$ cat config.mk
export PLATFORM = sky130hd
export DESIGN_NAME = uart_serial_port
export DESIGN_NICKNAME = d
export VERILOG_FILES = /design/src/rtl/uart_serial_port_pkg.sv /design/src/rtl/uart_serial_port.sv
export SDC_FILE = /design/constraint.sdc
export NUM_CORES = 1
export LEC_CHECK = 0
export ABC_AREA = 1
export BUFFER_PORTS_ARGS = -buffer_cell sky130_fd_sc_hd__buf_2
export CAP_MARGIN = 20
export CORE_MARGIN = 2
export CORE_UTILIZATION = 40
export DETAILED_ROUTE_END_ITERATION = 16
export PLACE_DENSITY = 0.59
export SETUP_SLACK_MARGIN = 0.2
export SYNTH_ARGS = -nofsm -noshare
export SYNTH_HDL_FRONTEND = slang
export SYNTH_SLANG_ARGS = --single-unit
$ cat constraint.sdc
create_clock -name clk_sys -period 5.7 [get_ports clk_sys]
set_input_delay 0.57 -clock clk_sys [delete_from_list [all_inputs] [get_ports clk_sys]]
set_output_delay 0.57 -clock clk_sys [all_outputs]
set_load 0.02 [all_outputs]
$ cat src/rtl/uart_serial_port_pkg.sv
// Purpose: constants and types for the serial port block
// Assumes: APB register access, 32-bit data, 16 baud ticks per bit
// Notes: byte offsets are chosen locally
package uart_serial_port_pkg;
   localparam logic [7:0] ADDR_STATUS = 8'h00;
   localparam logic [7:0] ADDR_CONTROL_A = 8'h04;
   localparam logic [7:0] ADDR_CONTROL_B = 8'h08;
   localparam logic [7:0] ADDR_DATA = 8'h0C;
   localparam logic [7:0] ADDR_BAUD = 8'h10;
   localparam logic [7:0] STATUS_RESET = 8'h0B;
   localparam logic [7:0] CONTROL_RESET = 8'h00;
   localparam logic [7:0] BAUD_RESET = 8'h00;
   localparam logic [7:0] CONTROL_A_WRITE_MASK = 8'hFD;
   localparam logic [23:0] READ_PAD = 24'h000000;
   // uart_control_a fields
   localparam int unsigned CA_PORT_ENABLE = 7;
   localparam int unsigned CA_CHAR_LENGTH = 6;
   localparam int unsigned CA_PARITY_ENABLE = 5;
   localparam int unsigned CA_PARITY_TYPE = 4;
   localparam int unsigned CA_STOP_COUNT = 3;
   localparam int unsigned CA_SEND_BREAK = 2;
   localparam int unsigned CA_NINTH_BIT = 0;
   // uart_control_b fields
   localparam int unsigned CB_TRANSMIT_ENABLE = 7;
   localparam int unsigned CB_RECEIVE_ENABLE = 6;
   localparam int unsigned CB_ADDRESS_DETECT = 4;
   localparam int unsigned CB_WAKE_ENABLE = 3;
   localparam int unsigned CB_RECEIVE_IRQ = 2;
   localparam int unsigned CB_IDLE_IRQ = 1;
   localparam int unsigned CB_EMPTY_IRQ = 0;
   // bit timing in baud ticks, frame and break lengths in bits, buffer depth
   localparam logic [3:0] PHASE_LAST = 4'hF;
   localparam logic [3:0] VOTE_FIRST = 4'h7;
   localparam logic [3:0] VOTE_LAST = 4'h9;
   localparam logic [3:0] FRAME_LAST_BASE = 4'h9;
   localparam logic [3:0] DATA_LAST_8 = 4'h7;
   localparam logic [3:0] DATA_LAST_9 = 4'h8;
   localparam logic [3:0] BREAK_LAST = 4'hC;
   localparam logic [1:0] FIFO_DEPTH = 2'h2;
   typedef struct packed {
      logic parity_error_flag;
      logic noise_flag;
      logic framing_error_flag;
      logic overrun_flag;
      logic receiver_idle_flag;
      logic receive_full_flag;
      logic transmitter_idle_flag;
      logic transmit_empty_flag;
   } status_type;
   typedef enum logic [2:0] {TX_IDLE = 3'b001, TX_SHIFT = 3'b010, TX_BREAK = 3'b100} tx_state_type;
   typedef enum logic [3:0] {RX_IDLE = 4'b0001, RX_START = 4'b0010, RX_DATA = 4'b0100,
      RX_STOP = 4'b1000} rx_state_type;
endpackage

$ cat src/rtl/uart_serial_port.sv
// Purpose: full-duplex asynchronous serial port with APB registers
// Assumes: one clock, async active-high reset, serial_in asynchronous
// Notes: parity replaces the top data bit; receiver checks the first stop bit
// Summary of operation
// - frames carry 8 or 9 data bits chosen by char_length_select
// - even, odd or no parity, then one or two stop bits
// - shared bit timing comes from an 8-bit programmable baud divisor
// - received characters wait in a two-entry buffer
// - written character moves to a transmit shifter, sent LSB first
// - receive shifter fills LSB first, whole character goes to buffer
// - one data address: write sends, read returns oldest character
// - disabled port or transmitter leaves serial_out undriven; receiver enable does not gate it
// - status is read-only; idle flags and transmit-empty reset to one
// - bit 7 flags parity mismatch only while parity is enabled
// - bit 6 flags noise with receive-full, never on overrun
// - bit 5 flags a framing error on the current character
// - bit 4 flags overrun and blocks further transfers into the buffer
// - bit 3 is zero from start detection until stop bit ends
// - bit 2 set when a character enters the buffer, with errors
// - receive-full clears after status read, data read, empty buffer
// - bit 1 set when nothing is queued or sent; line idles high
// - transmitter-idle clears on status read then data write
// - bit 0 set on move to shifter; clears on status read then write
// - enabling the transmitter sets transmit-empty
// - interrupts for empty, idle, full, overrun and wake-up
// - with address detect, only characters with top bit one are kept
// - port disable flushes, resets counters, flags and enables
// - ninth bit is sent from transmit_ninth_bit, kept in received_ninth_bit
// - parity_type zero selects even parity, one selects odd
`timescale 1ns/1ps
module uart_serial_port
   import uart_serial_port_pkg::*;
(
   input wire logic clk_sys,
   input wire logic reset,
   input wire logic psel,
   input wire logic penable,
   input wire logic pwrite,
   input wire logic [7:0] paddr,
   input wire logic [31:0] pwdata,
   output logic [31:0] prdata,
   output logic pready,
   output logic pslverr,
   input wire logic serial_in,
   output logic serial_out,
   output logic serial_out_oe,
   output logic uart_irq
);
   status_type stat;
   status_type next_stat;
   logic [7:0] armed;
   logic [7:0] ctrl_a;
   logic [7:0] ctrl_b;
   logic [7:0] baud;
   logic [7:0] baud_cnt;
   logic [1:0] rx_sync;
   logic rx_prev;
   logic tx_on_prev;
   logic wake_pend;
   tx_state_type tx_state;
   logic [8:0] tx_hold;
   logic tx_full;
   logic [11:0] tx_shift;
   logic [3:0] tx_phase;
   logic [3:0] tx_left;
   rx_state_type rx_state;
   rx_state_type next_rx_state;
   logic [3:0] rx_phase;
   logic [3:0] rx_left;
   logic [8:0] rx_shift;
   logic [2:0] votes;
   logic rx_noise;
   logic [8:0] fifo_mem [0:1];
   logic fifo_wr;
   logic fifo_rd;
   logic [1:0] fifo_count;

   // bus decode
   wire access = psel & penable;
   wire done = access & pready;
   wire wr = done & pwrite;
   wire rd = done & ~pwrite;
   wire sel_status = paddr == ADDR_STATUS;
   wire sel_ca = paddr == ADDR_CONTROL_A;
   wire sel_cb = paddr == ADDR_CONTROL_B;
   wire sel_data = paddr == ADDR_DATA;
   wire sel_baud = paddr == ADDR_BAUD;
   wire mapped = sel_status | sel_ca | sel_cb | sel_data | sel_baud;
   wire status_rd = rd & sel_status;
   wire data_wr = wr & sel_data;
   wire data_rd = rd & sel_data;
   wire data_any = done & sel_data;

   // configuration view
   wire port_en = ctrl_a[CA_PORT_ENABLE];
   wire nine = ctrl_a[CA_CHAR_LENGTH];
   wire parity_enable = ctrl_a[CA_PARITY_ENABLE];
   wire parity_type = ctrl_a[CA_PARITY_TYPE];
   wire tx_on = port_en & ctrl_b[CB_TRANSMIT_ENABLE];
   wire rx_on = port_en & ctrl_b[CB_RECEIVE_ENABLE];
   wire tx_on_rise = tx_on & ~tx_on_prev;
   wire [8:0] fifo_head = fifo_mem[fifo_rd];
   wire [7:0] next_ctrl_a = (wr & sel_ca) ? (pwdata[7:0] & CONTROL_A_WRITE_MASK) : ctrl_a;
   wire [7:0] next_ctrl_b = (wr & sel_cb) ? pwdata[7:0] : ctrl_b;

   // read data selection
   wire [7:0] ca_view = {ctrl_a[7:2], fifo_head[8], 1'b0};
   wire [7:0] read_byte = sel_status ? stat :
                          sel_ca ? ca_view :
                          sel_cb ? ctrl_b :
                          sel_data ? fifo_head[7:0] :
                          sel_baud ? baud : CONTROL_RESET;

   // baud tick generator
   wire baud_tick = baud_cnt == baud;

   // transmit framing
   wire [8:0] tx_char = nine ? {tx_hold[8] ^ (parity_enable & ((^tx_hold) ^ parity_type)), tx_hold[7:0]} :
                        {1'b1, tx_hold[7] ^ (parity_enable & ((^tx_hold[7:0]) ^ parity_type)), tx_hold[6:0]};
   wire [11:0] tx_frame = {2'b11, tx_char, 1'b0};
   wire [3:0] tx_frame_last = FRAME_LAST_BASE + {3'b000, nine} + {3'b000, ctrl_a[CA_STOP_COUNT]};
   wire load = tx_on & tx_full & (tx_state == TX_IDLE);
   wire break_go = tx_on & ~tx_full & (tx_state == TX_IDLE) & ctrl_a[CA_SEND_BREAK];
   wire tx_bit_end = baud_tick & (tx_phase == PHASE_LAST);

   // receive sampling
   wire rx_in = rx_sync[1];
   wire majority = (votes[0] & votes[1]) | (votes[0] & votes[2]) | (votes[1] & votes[2]);
   wire noisy = ~(&votes) & (|votes);
   wire rx_bit_end = baud_tick & (rx_phase == PHASE_LAST);
   wire vote_now = baud_tick & (rx_phase >= VOTE_FIRST) & (rx_phase <= VOTE_LAST);
   wire rx_done = rx_on & (rx_state == RX_STOP) & rx_bit_end;
   wire [8:0] rx_char = nine ? rx_shift : {1'b0, rx_shift[8:1]};
   wire addr_bit = nine ? rx_char[8] : rx_char[7];
   wire keep = ~(ctrl_b[CB_ADDRESS_DETECT] & ~addr_bit);
   wire push = rx_done & keep & ~stat.overrun_flag & (fifo_count != FIFO_DEPTH);
   wire overrun_set = rx_done & keep & ~stat.overrun_flag & (fifo_count == FIFO_DEPTH);
   wire pop = data_rd & (fifo_count != 2'h0);
   wire parity_error_flag_calc = parity_enable & ((^rx_char) != parity_type);
   wire wake_event = ctrl_b[CB_WAKE_ENABLE] & (rx_state == RX_IDLE) & rx_prev & ~rx_in;

   // flag clears after a status read
   wire [7:0] clr_any = armed & {8{data_any}};
   wire receive_full_flag_clr = armed[2] & data_rd & (fifo_count == 2'h1);
   wire tx_clr = data_wr;

   always_comb begin
      next_rx_state = rx_state;
      if (!rx_on) begin
         next_rx_state = RX_IDLE;
      end else begin
         case (rx_state)
            RX_IDLE: begin
               if (!rx_in) begin
                  next_rx_state = RX_START;
               end
            end
            RX_START: begin
               if (rx_bit_end) begin
                  next_rx_state = majority ? RX_IDLE : RX_DATA;
               end
            end
            RX_DATA: begin
               if (rx_bit_end && rx_left == 4'h0) begin
                  next_rx_state = RX_STOP;
               end
            end
            RX_STOP: begin
               if (rx_bit_end) begin
                  next_rx_state = RX_IDLE;
               end
            end
            default: next_rx_state = RX_IDLE;
         endcase
      end
   end

   always_comb begin
      next_stat = stat;
      next_stat.receiver_idle_flag = next_rx_state == RX_IDLE;
      if (!port_en) begin
         next_stat = status_type'(STATUS_RESET);
      end else begin
         next_stat.parity_error_flag = (push & parity_error_flag_calc) | (stat.parity_error_flag & ~clr_any[7]);
         next_stat.noise_flag = (push & (rx_noise | noisy)) | (stat.noise_flag & ~clr_any[6]);
         next_stat.framing_error_flag = (push & ~majority) | (stat.framing_error_flag & ~clr_any[5]);
         next_stat.overrun_flag = overrun_set | (stat.overrun_flag & ~clr_any[4]);
         next_stat.receive_full_flag = push | (stat.receive_full_flag & ~receive_full_flag_clr);
         next_stat.transmitter_idle_flag = (stat.transmit_empty_flag & ~tx_full & ~data_wr & (tx_state == TX_IDLE)
            & ~ctrl_a[CA_SEND_BREAK]) | (stat.transmitter_idle_flag & ~(armed[1] & tx_clr));
         next_stat.transmit_empty_flag = load | tx_on_rise
            | (stat.transmit_empty_flag & ~(armed[0] & tx_clr));
      end
   end

   // bus slave
   always_ff @(posedge clk_sys or posedge reset) begin
      if (reset) begin
         pready <= 1'b0;
         pslverr <= 1'b0;
         prdata <= 32'h00000000;
      end else begin
         pready <= access & ~pready;
         if (access && !pready) begin
            pslverr <= ~mapped;
            prdata <= {READ_PAD, read_byte};
         end
      end
   end

   // registers and sticky status
   always_ff @(posedge clk_sys or posedge reset) begin
      if (reset) begin
         ctrl_a <= CONTROL_RESET;
         ctrl_b <= CONTROL_RESET;
         baud <= BAUD_RESET;
         stat <= status_type'(STATUS_RESET);
         armed <= 8'h00;
         tx_on_prev <= 1'b0;
         wake_pend <= 1'b0;
         uart_irq <= 1'b0;
      end else begin
         ctrl_a <= {next_ctrl_a[7:3], next_ctrl_a[2] & next_ctrl_a[CA_PORT_ENABLE], next_ctrl_a[1:0]};
         ctrl_b <= {next_ctrl_b[7:6] & {2{next_ctrl_a[CA_PORT_ENABLE]}}, next_ctrl_b[5:0]};
         if (wr && sel_baud) begin
            baud <= pwdata[7:0];
         end
         stat <= next_stat;
         armed <= status_rd ? prdata[7:0] : (data_any ? 8'h00 : armed);
         tx_on_prev <= tx_on;
         wake_pend <= wake_event | (wake_pend & ~status_rd & ctrl_b[CB_WAKE_ENABLE]);
         uart_irq <= (ctrl_b[CB_RECEIVE_IRQ] & (stat.receive_full_flag | stat.overrun_flag))
            | (ctrl_b[CB_IDLE_IRQ] & stat.transmitter_idle_flag)
            | (ctrl_b[CB_EMPTY_IRQ] & stat.transmit_empty_flag) | wake_pend;
      end
   end

   // baud counter
   always_ff @(posedge clk_sys or posedge reset) begin
      if (reset) begin
         baud_cnt <= BAUD_RESET;
      end else begin
         baud_cnt <= (!port_en || baud_tick) ? BAUD_RESET : baud_cnt + 8'h01;
      end
   end

   // transmitter
   always_ff @(posedge clk_sys or posedge reset) begin
      if (reset) begin
         tx_state <= TX_IDLE;
         tx_hold <= 9'h000;
         tx_full <= 1'b0;
         tx_shift <= 12'hFFF;
         tx_phase <= 4'h0;
         tx_left <= 4'h0;
         serial_out <= 1'b1;
         serial_out_oe <= 1'b0;
      end else begin
         serial_out_oe <= tx_on;
         serial_out <= (tx_state == TX_SHIFT) ? tx_shift[0] : (tx_state != TX_BREAK);
         if (baud_tick) begin
            tx_phase <= tx_phase + 4'h1;
         end
         if (!tx_on) begin
            tx_state <= TX_IDLE;
            tx_full <= 1'b0;
            tx_phase <= 4'h0;
         end else begin
            if (data_wr) begin
               tx_hold <= {ctrl_a[CA_NINTH_BIT], pwdata[7:0]};
               tx_full <= 1'b1;
            end else if (load) begin
               tx_full <= 1'b0;
            end
            case (tx_state)
               TX_IDLE: begin
                  tx_phase <= 4'h0;
                  if (load) begin
                     tx_shift <= tx_frame;
                     tx_left <= tx_frame_last;
                     tx_state <= TX_SHIFT;
                  end else if (break_go) begin
                     tx_left <= BREAK_LAST;
                     tx_state <= TX_BREAK;
                  end
               end
               TX_SHIFT: begin
                  if (tx_bit_end) begin
                     tx_shift <= {1'b1, tx_shift[11:1]};
                     tx_left <= tx_left - 4'h1;
                     if (tx_left == 4'h0) begin
                        tx_state <= TX_IDLE;
                     end
                  end
               end
               TX_BREAK: begin
                  if (tx_bit_end) begin
                     if (tx_left != 4'h0) begin
                        tx_left <= tx_left - 4'h1;
                     end else if (!ctrl_a[CA_SEND_BREAK]) begin
                        tx_state <= TX_IDLE;
                     end
                  end
               end
               default: tx_state <= TX_IDLE;
            endcase
         end
      end
   end

   // receiver
   always_ff @(posedge clk_sys or posedge reset) begin
      if (reset) begin
         rx_sync <= 2'b11;
         rx_prev <= 1'b1;
         rx_state <= RX_IDLE;
         rx_phase <= 4'h0;
         rx_left <= 4'h0;
         rx_shift <= 9'h000;
         votes <= 3'b111;
         rx_noise <= 1'b0;
      end else begin
         rx_sync <= {rx_sync[0], serial_in};
         rx_prev <= rx_in;
         rx_state <= next_rx_state;
         if (rx_state == RX_IDLE) begin
            rx_phase <= 4'h0;
            rx_noise <= 1'b0;
            rx_left <= nine ? DATA_LAST_9 : DATA_LAST_8;
         end else if (baud_tick) begin
            rx_phase <= rx_phase + 4'h1;
         end
         if (vote_now) begin
            votes <= {votes[1:0], rx_in};
         end
         if (rx_bit_end && rx_state != RX_IDLE) begin
            rx_noise <= rx_noise | noisy;
         end
         if (rx_bit_end && rx_state == RX_DATA) begin
            rx_shift <= {majority, rx_shift[8:1]};
            rx_left <= rx_left - 4'h1;
         end
      end
   end

   // two-entry receive buffer
   always_ff @(posedge clk_sys or posedge reset) begin
      if (reset) begin
         fifo_wr <= 1'b0;
         fifo_rd <= 1'b0;
         fifo_count <= 2'h0;
      end else if (!rx_on) begin
         fifo_wr <= 1'b0;
         fifo_rd <= 1'b0;
         fifo_count <= 2'h0;
      end else begin
         if (push) begin
            fifo_wr <= ~fifo_wr;
         end
         if (pop) begin
            fifo_rd <= ~fifo_rd;
         end
         fifo_count <= fifo_count + {1'b0, push} - {1'b0, pop};
      end
   end

   genvar entry;
   generate
      for (entry = 0; entry < 2; entry++) begin : g_entry
         always_ff @(posedge clk_sys or posedge reset) begin
            if (reset) begin
               fifo_mem[entry] <= 9'h000;
            end else if (push && fifo_wr == entry[0]) begin
               fifo_mem[entry] <= rx_char;
            end
         end
      end
   endgenerate

   // checks
   property p_pin_release;
      @(posedge clk_sys) disable iff (reset) !tx_on |=> !serial_out_oe;
   endproperty
   a_pin_release: assert property (p_pin_release) else $error("tx pin driven while disabled");

   property p_overrun_blocks;
      @(posedge clk_sys) disable iff (reset) stat.overrun_flag |-> !push;
   endproperty
   a_overrun_blocks: assert property (p_overrun_blocks) else $error("push during overrun");

   property p_push_full;
      @(posedge clk_sys) disable iff (reset) push |=> stat.receive_full_flag && fifo_count != 2'h0;
   endproperty
   a_push_full: assert property (p_push_full) else $error("receive-full not set on push");

   property p_receiver_idle_flag;
      @(posedge clk_sys) disable iff (reset) stat.receiver_idle_flag == (rx_state == RX_IDLE);
   endproperty
   a_receiver_idle_flag: assert property (p_receiver_idle_flag) else $error("receiver idle flag mismatch");

   property p_disable;
      @(posedge clk_sys) disable iff (reset)
         !port_en |=> stat.transmitter_idle_flag && stat.transmit_empty_flag && !stat.overrun_flag;
   endproperty
   a_disable: assert property (p_disable) else $error("flags not reset on disable");

   property p_receive_full_flag_hold;
      @(posedge clk_sys) disable iff (reset) (data_rd && fifo_count == FIFO_DEPTH && rx_on) |=> stat.receive_full_flag;
   endproperty
   a_receive_full_flag_hold: assert property (p_receive_full_flag_hold) else $error("receive-full lost with data left");

   property p_idle_high;
      @(posedge clk_sys) disable iff (reset) (tx_on && tx_state == TX_IDLE)[*2] |=> serial_out;
   endproperty
   a_idle_high: assert property (p_idle_high) else $error("idle line not high");

   property p_transmit_enable_sets_empty;
      @(posedge clk_sys) disable iff (reset) tx_on_rise |=> stat.transmit_empty_flag;
   endproperty
   a_transmit_enable_sets_empty: assert property (p_transmit_enable_sets_empty) else $error("enable did not set empty");

   property p_empty_clear;
      @(posedge clk_sys) disable iff (reset)
         (data_wr && armed[0] && !load && !tx_on_rise && port_en) |=> !stat.transmit_empty_flag;
   endproperty
   a_empty_clear: assert property (p_empty_clear) else $error("empty flag not cleared");

   property p_parity_off;
      @(posedge clk_sys) disable iff (reset) (push && !parity_enable && !stat.parity_error_flag) |=> !stat.parity_error_flag;
   endproperty
   a_parity_off: assert property (p_parity_off) else $error("parity error with parity off");

   c_push: cover property (@(posedge clk_sys) disable iff (reset) push);
   c_overrun: cover property (@(posedge clk_sys) disable iff (reset) overrun_set);
   c_load: cover property (@(posedge clk_sys) disable iff (reset) load);
   c_break: cover property (@(posedge clk_sys) disable iff (reset) tx_state == TX_BREAK);
endmodule // uart_serial_port

* After elaboration in Yosys (flattened, before gate mapping)
Cells that the tools add are included.
W data, S select, Z words.
** Word-level totals
- Output and inout port bits :: 37
- Logic and storage cells :: 297
- Input bits :: 46
- Register bits :: 144
** Cells by class
- Multiplexer cells :: 63
- Bitwise operators :: 115
- Equal/unequal tests :: 36
- Reduce and logical (&&, ||, !) cells :: 30
- Order comparisons :: 3
- Add/subtract/negate cells :: 9
** Operator list (number)
- $mux W8 :: 10
- $mux W4 :: 19
- $and A1 B1 Y1 :: 65
- $mux W9 :: 5
- $mux W3 :: 10
- $mux W12 :: 2
- $pmux W12 S2 :: 1
- $not A1 Y1 :: 23
- $or A1 B1 Y1 :: 20
- $ne A3 B3 Y1 const B :: 6
- $reduce_xor A9 Y1 :: 2
- $eq A8 B4 Y1 const B :: 2
- $pmux W4 S4 :: 1
- $eq A4 B4 Y1 const B :: 3
- $mux W1 :: 12
- $pmux W4 S3 :: 1
- $reduce_and A6 Y1 :: 2
- $reduce_bool A2 Y1 :: 6
- $ne A2 B2 Y1 const B :: 5
- $pmux W3 S3 :: 1
- $add A4 B1 Y4 const B :: 2
- $add A8 B1 Y8 const B :: 1
- $and A8 B8 Y8 :: 1
- $eq A4 B1 Y1 const B :: 2
- other kinds (40) :: 54

* Depth between registers and ports, before layout
- Depth in word-level cells :: 11
- Mapped depth :: 14

* Least setup slack after synthesis
Ideal clock, no wire load.
- Kind :: input to register
- Start point :: input port paddr[1]
- End point :: register fifo_count[1]
- Stages on the path :: 12
- Data arrival time :: 1.950 ns
- Library setup time :: 0.124 ns
- Slack :: 3.626 ns
- Cells stage by stage :: nor2_1 > inv_1 > nor3_1 > nand2_1 > nor2_1 > nand2_1 > nor2_1 > ha_1 > inv_1 > ha_1 > xor2_1 > nor2_1
** Between the ends
- Cells in the longest elaborated chain, start to end :: 5
** RTL lines
- start, declared :: line uart_serial_port.sv:39 : input wire logic [7:0] paddr,
- $eq A8 B4 Y1 :: line uart_serial_port.sv:86 : wire sel_data = paddr == ADDR_DATA;
- $and A1 B1 Y1 :: line uart_serial_port.sv:91 : wire data_rd = rd & sel_data;
- $and A1 B1 Y1 :: line uart_serial_port.sv:138 : wire pop = data_rd & (fifo_count != 2'h0);
- $sub A2 B1 Y2 :: line uart_serial_port.sv:363 : fifo_count <= fifo_count + {1'b0, push} - {1'b0, pop};
- $mux W2 :: line uart_serial_port.sv:352 : end else if (!rx_on) begin
- end signal, assigned :: line uart_serial_port.sv:363
- end, declared :: line uart_serial_port.sv:76 : logic [1:0] fifo_count;
No other way between the ends.
A chain may end at the register's enable or synchronous reset.

* Worst setup path in the final report
- Start point :: register baud[2]
- End point :: register rx_left[0]
** Between the ends
- Cells in the longest elaborated chain, start to end :: 4
- Elaborated cells on any way between the ends :: 5
- Classes of those cells :: eq/ne (1); mux (1); bitwise (1); reduce/logical (2)
** RTL lines
- start, declared :: line uart_serial_port.sv:54 : logic [7:0] baud;
- start signal, assigned :: line uart_serial_port.sv:226 : baud <= pwdata[7:0];
- $eq A8 B8 Y1 (*) :: line uart_serial_port.sv:115 : wire baud_tick = baud_cnt == baud;
- $and A1 B1 Y1 (*) :: line uart_serial_port.sv:130 : wire rx_bit_end = baud_tick & (rx_phase == PHASE_LAST);
- $logic_and A1 B1 Y1 (*) :: line uart_serial_port.sv:339 : if (rx_bit_end && rx_state == RX_DATA) begin
- $mux W4 or $reduce_bool A2 Y1 (tied branches)
- end signal, assigned :: line uart_serial_port.sv:329 : rx_left <= nine ? DATA_LAST_9 : DATA_LAST_8;
- end signal, assigned :: line uart_serial_port.sv:341 : rx_left <= rx_left - 4'h1;
- end, declared :: line uart_serial_port.sv:69 : logic [3:0] rx_left;
Mark *: on every way between the ends. The rest lies on a longest branch, timed or not.

==> results.md <==
- The flow ran to the end, and the final reports show no timing, DRC or antenna violations.
- Walking the worst path, the cells encountered are inv_1 -> nand2_1 -> nand2_1 -> nor2_1 -> nand3_2 -> nor2_8 -> nand2_4 -> nor2_4 -> inv_2 -> nand3_1 -> o211ai_1.
- The mapped netlist covers 0.00728 mm2.
- The post-detailed-route count of antenna-violating nets is 0.
- The relative contribution of combinational cells to total power is 7.1%.
- The number of buffers added by the clock tree synthesis step is 17.
- The detailed-route wire length is 16.7 mm.
- The average routed wire per standard cell is 14.2 um.
- The clock skew after layout is 9.48 ps.
- The design area is 0.00818 mm2.
- The analysis attributes to net switching a power of 566 uW.
- The final setup TNS is 0 ps.
- For the pin with the worst max-slew slack, the measured transition is 882 ps.
- The placer congestion estimate is 0.873.
- Averaged over all synthesized cells, the footprint is 8.11 um2.
- The share of power burned in the clock network is 48.2%.
- The final antenna diode count is 0.
- The number of warnings printed during yosys synthesis is 0.
- The max-slew violation count is 0.
- The critical path in this run is classified as reg2reg.
- The cell repeated most along the worst path is sky130_fd_sc_hd__nand2_1.
- The most frequent standard cell in the layout excluding fill and tap cells is sky130_fd_sc_hd__nand2_1.
- The cell area power density is 282 mW/mm2.
- The floorplan has 49 rows.
- In this run the horizontal extent of the chip is 139 um.
- 83 I/O pins were placed.
- The cell family contributing the most delay on the critical path is simple AND/OR/NAND/NOR gates.
- The number of search-and-repair iterations in the first detailed-routing pass is 5.
- For this configuration, the core starts out at a cell density of 40.7%.
- For this run, the leading register cell type out of synthesis is sky130_fd_sc_hd__dfrtp_1.
- Clock-pin slew was measured on the worst setup and hold paths at 60 ps.
- The internal power of the cells totals 1740 uW.
- The net count of the finished layout is 995.
- The number of buffers and inverters on the critical path is 2.
- The clock passes through at most 2 buffers.
- The final number of hold-violating endpoints is 0.
- The floorplan step set the die height to 139 um.
- The worst setup path is launched from a register.
- The worst stage delay on the critical path is 460 ps.
- The number of buffers inserted by post-CTS setup repair is 0.
- For this run, the number of standard cells in the final layout without fillers is 1180.
- The initial antenna violation count is 0.
- The HPWL reported at the end of detailed placement is 12.0 mm.
- The cell chosen for the clock root is sky130_fd_sc_hd__clkbuf_16.
- The final-report setup violation count is 0.
- Summing all placed instances gives a cell area of 0.00760 mm2.
- The via density per instance is 4.89.
- The sequential cell area fraction in the yosys report is 48.8%.
- The total via count after detailed routing is 5770.
- In this run, the number of DRC markers left after iteration 0 of detailed routing was 317.
- The remaining global-route overflow is 0.
- Gates resized during post-CTS repair numbered 0.
- The leakage power of the design is 0.00392 uW.
- Measured against its own limit, the worst slew margin works out to 40.7%.
- The die covers 0.0193 mm2.
- Compared with the post-synthesis result, the final layout area differs by 12.3%.
- STA puts the critical path data arrival time at 2550 ps.
- Across the run, the number of max-cap violations was 0.
- The worst min-delay path category is in2reg.
- The number of sinks on the clock net is 141.
- The ratio of cells with drive above 1 in the final layout is 12.9%.
- The maximum number of pins on one net before global-route repair is 84.
- The synthesized instance count is 898.
- The synthesis-stage register bit count is 141.
- The final clock period utilization by the worst path is 39.6%.
- The clock network latency to the later pin of the worst-skew pair is 420 ps.
- Input and output buffers added on the ports amount to 34.
- Setup repair after global routing left no endpoint under its margin.
- The number of unique standard cell types used by synthesis is 48.
- The count of filler cells inserted in the layout is 1734.
- Of the total power, the share spent switching nets is 24.5%.
- The worst supply voltage drop on vdd is 0.206 mV.
- The library cells used most frequently in the layout, excluding fill and tap cells, are sky130_fd_sc_hd__nand2_1, sky130_fd_sc_hd__dfrtp_1, sky130_fd_sc_hd__inv_1.
- The final critical path time including I/O delays and setup is 2260 ps.
- The core region is 0.0179 mm2.
- The number of enable flip-flop cells after synthesis is 0.
- Of the total power, registers draw 44.7%.
- The maximum clock frequency is 0.443 GHz.
- Hold repair after CTS inserted 0 buffers.
- In this run the number of H-tree levels came out at 4.
- The highest-delay cell along the critical path is sky130_fd_sc_hd__dfrtp_1.
- The global-route wire length before repair is 27.7 mm.
- The share of synthesized registers carrying an async set or reset is 100%.
- In this run, placement finished with an instance count of 1148.
- The number of global-route vias before repair is 5442.
- The total track usage is 17.9%.
- The largest fanout on the critical path is 18.
- The clock tree from TritonCTS is done.
- The DRC violation count after routing is 0.
- The required time at the endpoint of the critical path is 5990 ps.
- STA classifies the critical path endpoint as a register.
## power groups by stage
stage,sequential (uW),clock (uW),combinational [uW]
after floorplan,1050,0,126
after global placement,1050,0,162
after detailed placement,1050,0,164
after CTS,1030,1130,165
after global routing,1030,1170,182
final,1030,1110,163
## path summary, 6_finish.rpt
kind	start	endpoint	slack, ps	cells after the start
max	baud[2]$_DFFE_PP0P_	rx_left[0]$_DFFE_PP0P_	3440	11
min	serial_in	rx_sync[0]$_DFF_PP1_	240	1
max reg2reg	baud[2]$_DFFE_PP0P_	rx_left[0]$_DFFE_PP0P_	3440	11
min reg2reg	rx_sync[0]$_DFF_PP1_	rx_sync[1]$_DFF_PP1_	360	0
max in group asynchronous	reset	ctrl_a[0]$_DFFE_PP0P_	4160	3
min in group asynchronous	reset	prdata[5]$_DFFE_PP0P_	280	2
## layer usage
layer	vias to the layer above	wire length, um	GRT usage [%]
met5	-	0	0
met2	112	7440	27.4
met4	0	329	6.38
met3	23	591	3.56
li1	2961	-	-
met1	2674	8340	25.5
## worst register-to-register path, cell delays in order (launching register included)
cell                       delay, ps
sky130_fd_sc_hd__dfrtp_1         460
sky130_fd_sc_hd__inv_1            60
sky130_fd_sc_hd__nand2_1          70
sky130_fd_sc_hd__nand2_1          50
sky130_fd_sc_hd__nor2_1          140
sky130_fd_sc_hd__nand3_2         140
sky130_fd_sc_hd__nor2_8          260
sky130_fd_sc_hd__nand2_4         140
sky130_fd_sc_hd__nor2_4          330
sky130_fd_sc_hd__inv_2           190
sky130_fd_sc_hd__nand3_1         170
sky130_fd_sc_hd__o211ai_1        120
## registers in the layout (all words and copies together) (netlist names), 2 cells and up
register and count:
fifo_count 2, fifo_mem 18, tx_phase 4, baud 8, rx_phase 4, rx_shift 9, rx_left 4, baud_cnt 8
tx_shift 10, armed 7, rx_state 4, tx_state 3, ctrl_b 8, rx_sync 2, stat 8, ctrl_a 7
tx_hold 9, votes 3, prdata 8, tx_left 4
## final cells by class
class                           count  area, um2  share of cell area (%)
Clock buffer                       20        437                    5.34
Clock inverter                     12        146                    1.79
Inverter                          110        418                    5.11
Multi-Input combinational cell    631       3150                    38.4
Sequential cell                   141       3560                    43.5
Tap cell                          229        287                    3.50
Timing Repair Buffer               37        193                    2.36
## cells by family (layout without fill, tap and decap cells)
logic type               after synthesis  count (layout)  synth area share [%]
AO/OA/AOI/OAI                        165             165                  12.8
AND/OR/NAND/NOR                      412             412                  24.8
flip-flops                           141             141                  48.8
adder cells (fa/ha/maj)               11              11                  1.89
buffers and inverters                149             179                  9.19
XOR/XNOR                              16              16                  1.92
multiplexers                           3               3                 0.464
other                                  1              24                0.0515
## stage by stage
| step | total power [uW] | hold slack, ps | setup WS (ps) | utilization (%) |
|---|---|---|---|---|
| 6_report | 2300 | 244 | 3440 | 45.7 |
| 5_1_grt | 2390 | 230 | 3220 | 45.7 |
| 4_1_cts | 2330 | 229 | 3420 | 45.7 |
| 3_5_place_dp | 1210 | 352 | 3120 | 42.4 |
| 3_3_place_gp | 1210 | 347 | 3170 | 42.4 |
| 2_1_floorplan | 1170 | 345 | 1390 | - |
## cells in the mapped netlist, types with 2 or more instances
cell type	instances	area (um2)
sky130_fd_sc_hd__o21ai_0	86	430
sky130_fd_sc_hd__xnor2_1	8	70.1
sky130_fd_sc_hd__o21a_1	3	22.5
sky130_fd_sc_hd__xor2_1	8	70.1
sky130_fd_sc_hd__nand4_1	11	68.8
sky130_fd_sc_hd__a22oi_1	2	15.0
sky130_fd_sc_hd__mux2_2	3	33.8
sky130_fd_sc_hd__nor2_4	2	22.5
sky130_fd_sc_hd__nand3_1	50	250
sky130_fd_sc_hd__nand3b_1	2	15.0
sky130_fd_sc_hd__a31oi_1	7	43.8
sky130_fd_sc_hd__buf_6	2	22.5
sky130_fd_sc_hd__and3_1	2	12.5
sky130_fd_sc_hd__o21ai_1	3	15.0
sky130_fd_sc_hd__a21oi_1	35	175
sky130_fd_sc_hd__nor2_1	67	251
sky130_fd_sc_hd__or2_2	4	25.0
sky130_fd_sc_hd__o2111ai_1	3	26.3
sky130_fd_sc_hd__o21ai_2	9	78.8
sky130_fd_sc_hd__nor3_1	10	50.1
sky130_fd_sc_hd__nor3b_1	4	30.0
sky130_fd_sc_hd__inv_1	104	390
sky130_fd_sc_hd__clkinv_1	3	11.3
sky130_fd_sc_hd__buf_4	24	180
sky130_fd_sc_hd__dfrtp_1	119	2980
sky130_fd_sc_hd__ha_1	11	138
sky130_fd_sc_hd__a211oi_1	2	15.0
sky130_fd_sc_hd__nand2_1	246	923
sky130_fd_sc_hd__inv_2	3	11.3
sky130_fd_sc_hd__dfstp_2	22	578
sky130_fd_sc_hd__nor3_2	2	20.0
sky130_fd_sc_hd__clkbuf_1	9	33.8
sky130_fd_sc_hd__buf_2	4	20.0
sky130_fd_sc_hd__o22ai_1	2	12.5
sky130_fd_sc_hd__o211ai_1	11	82.6
sky130_fd_sc_hd__nand2_2	3	18.8
No activity file was read; power rests on OpenSTA's default activity.
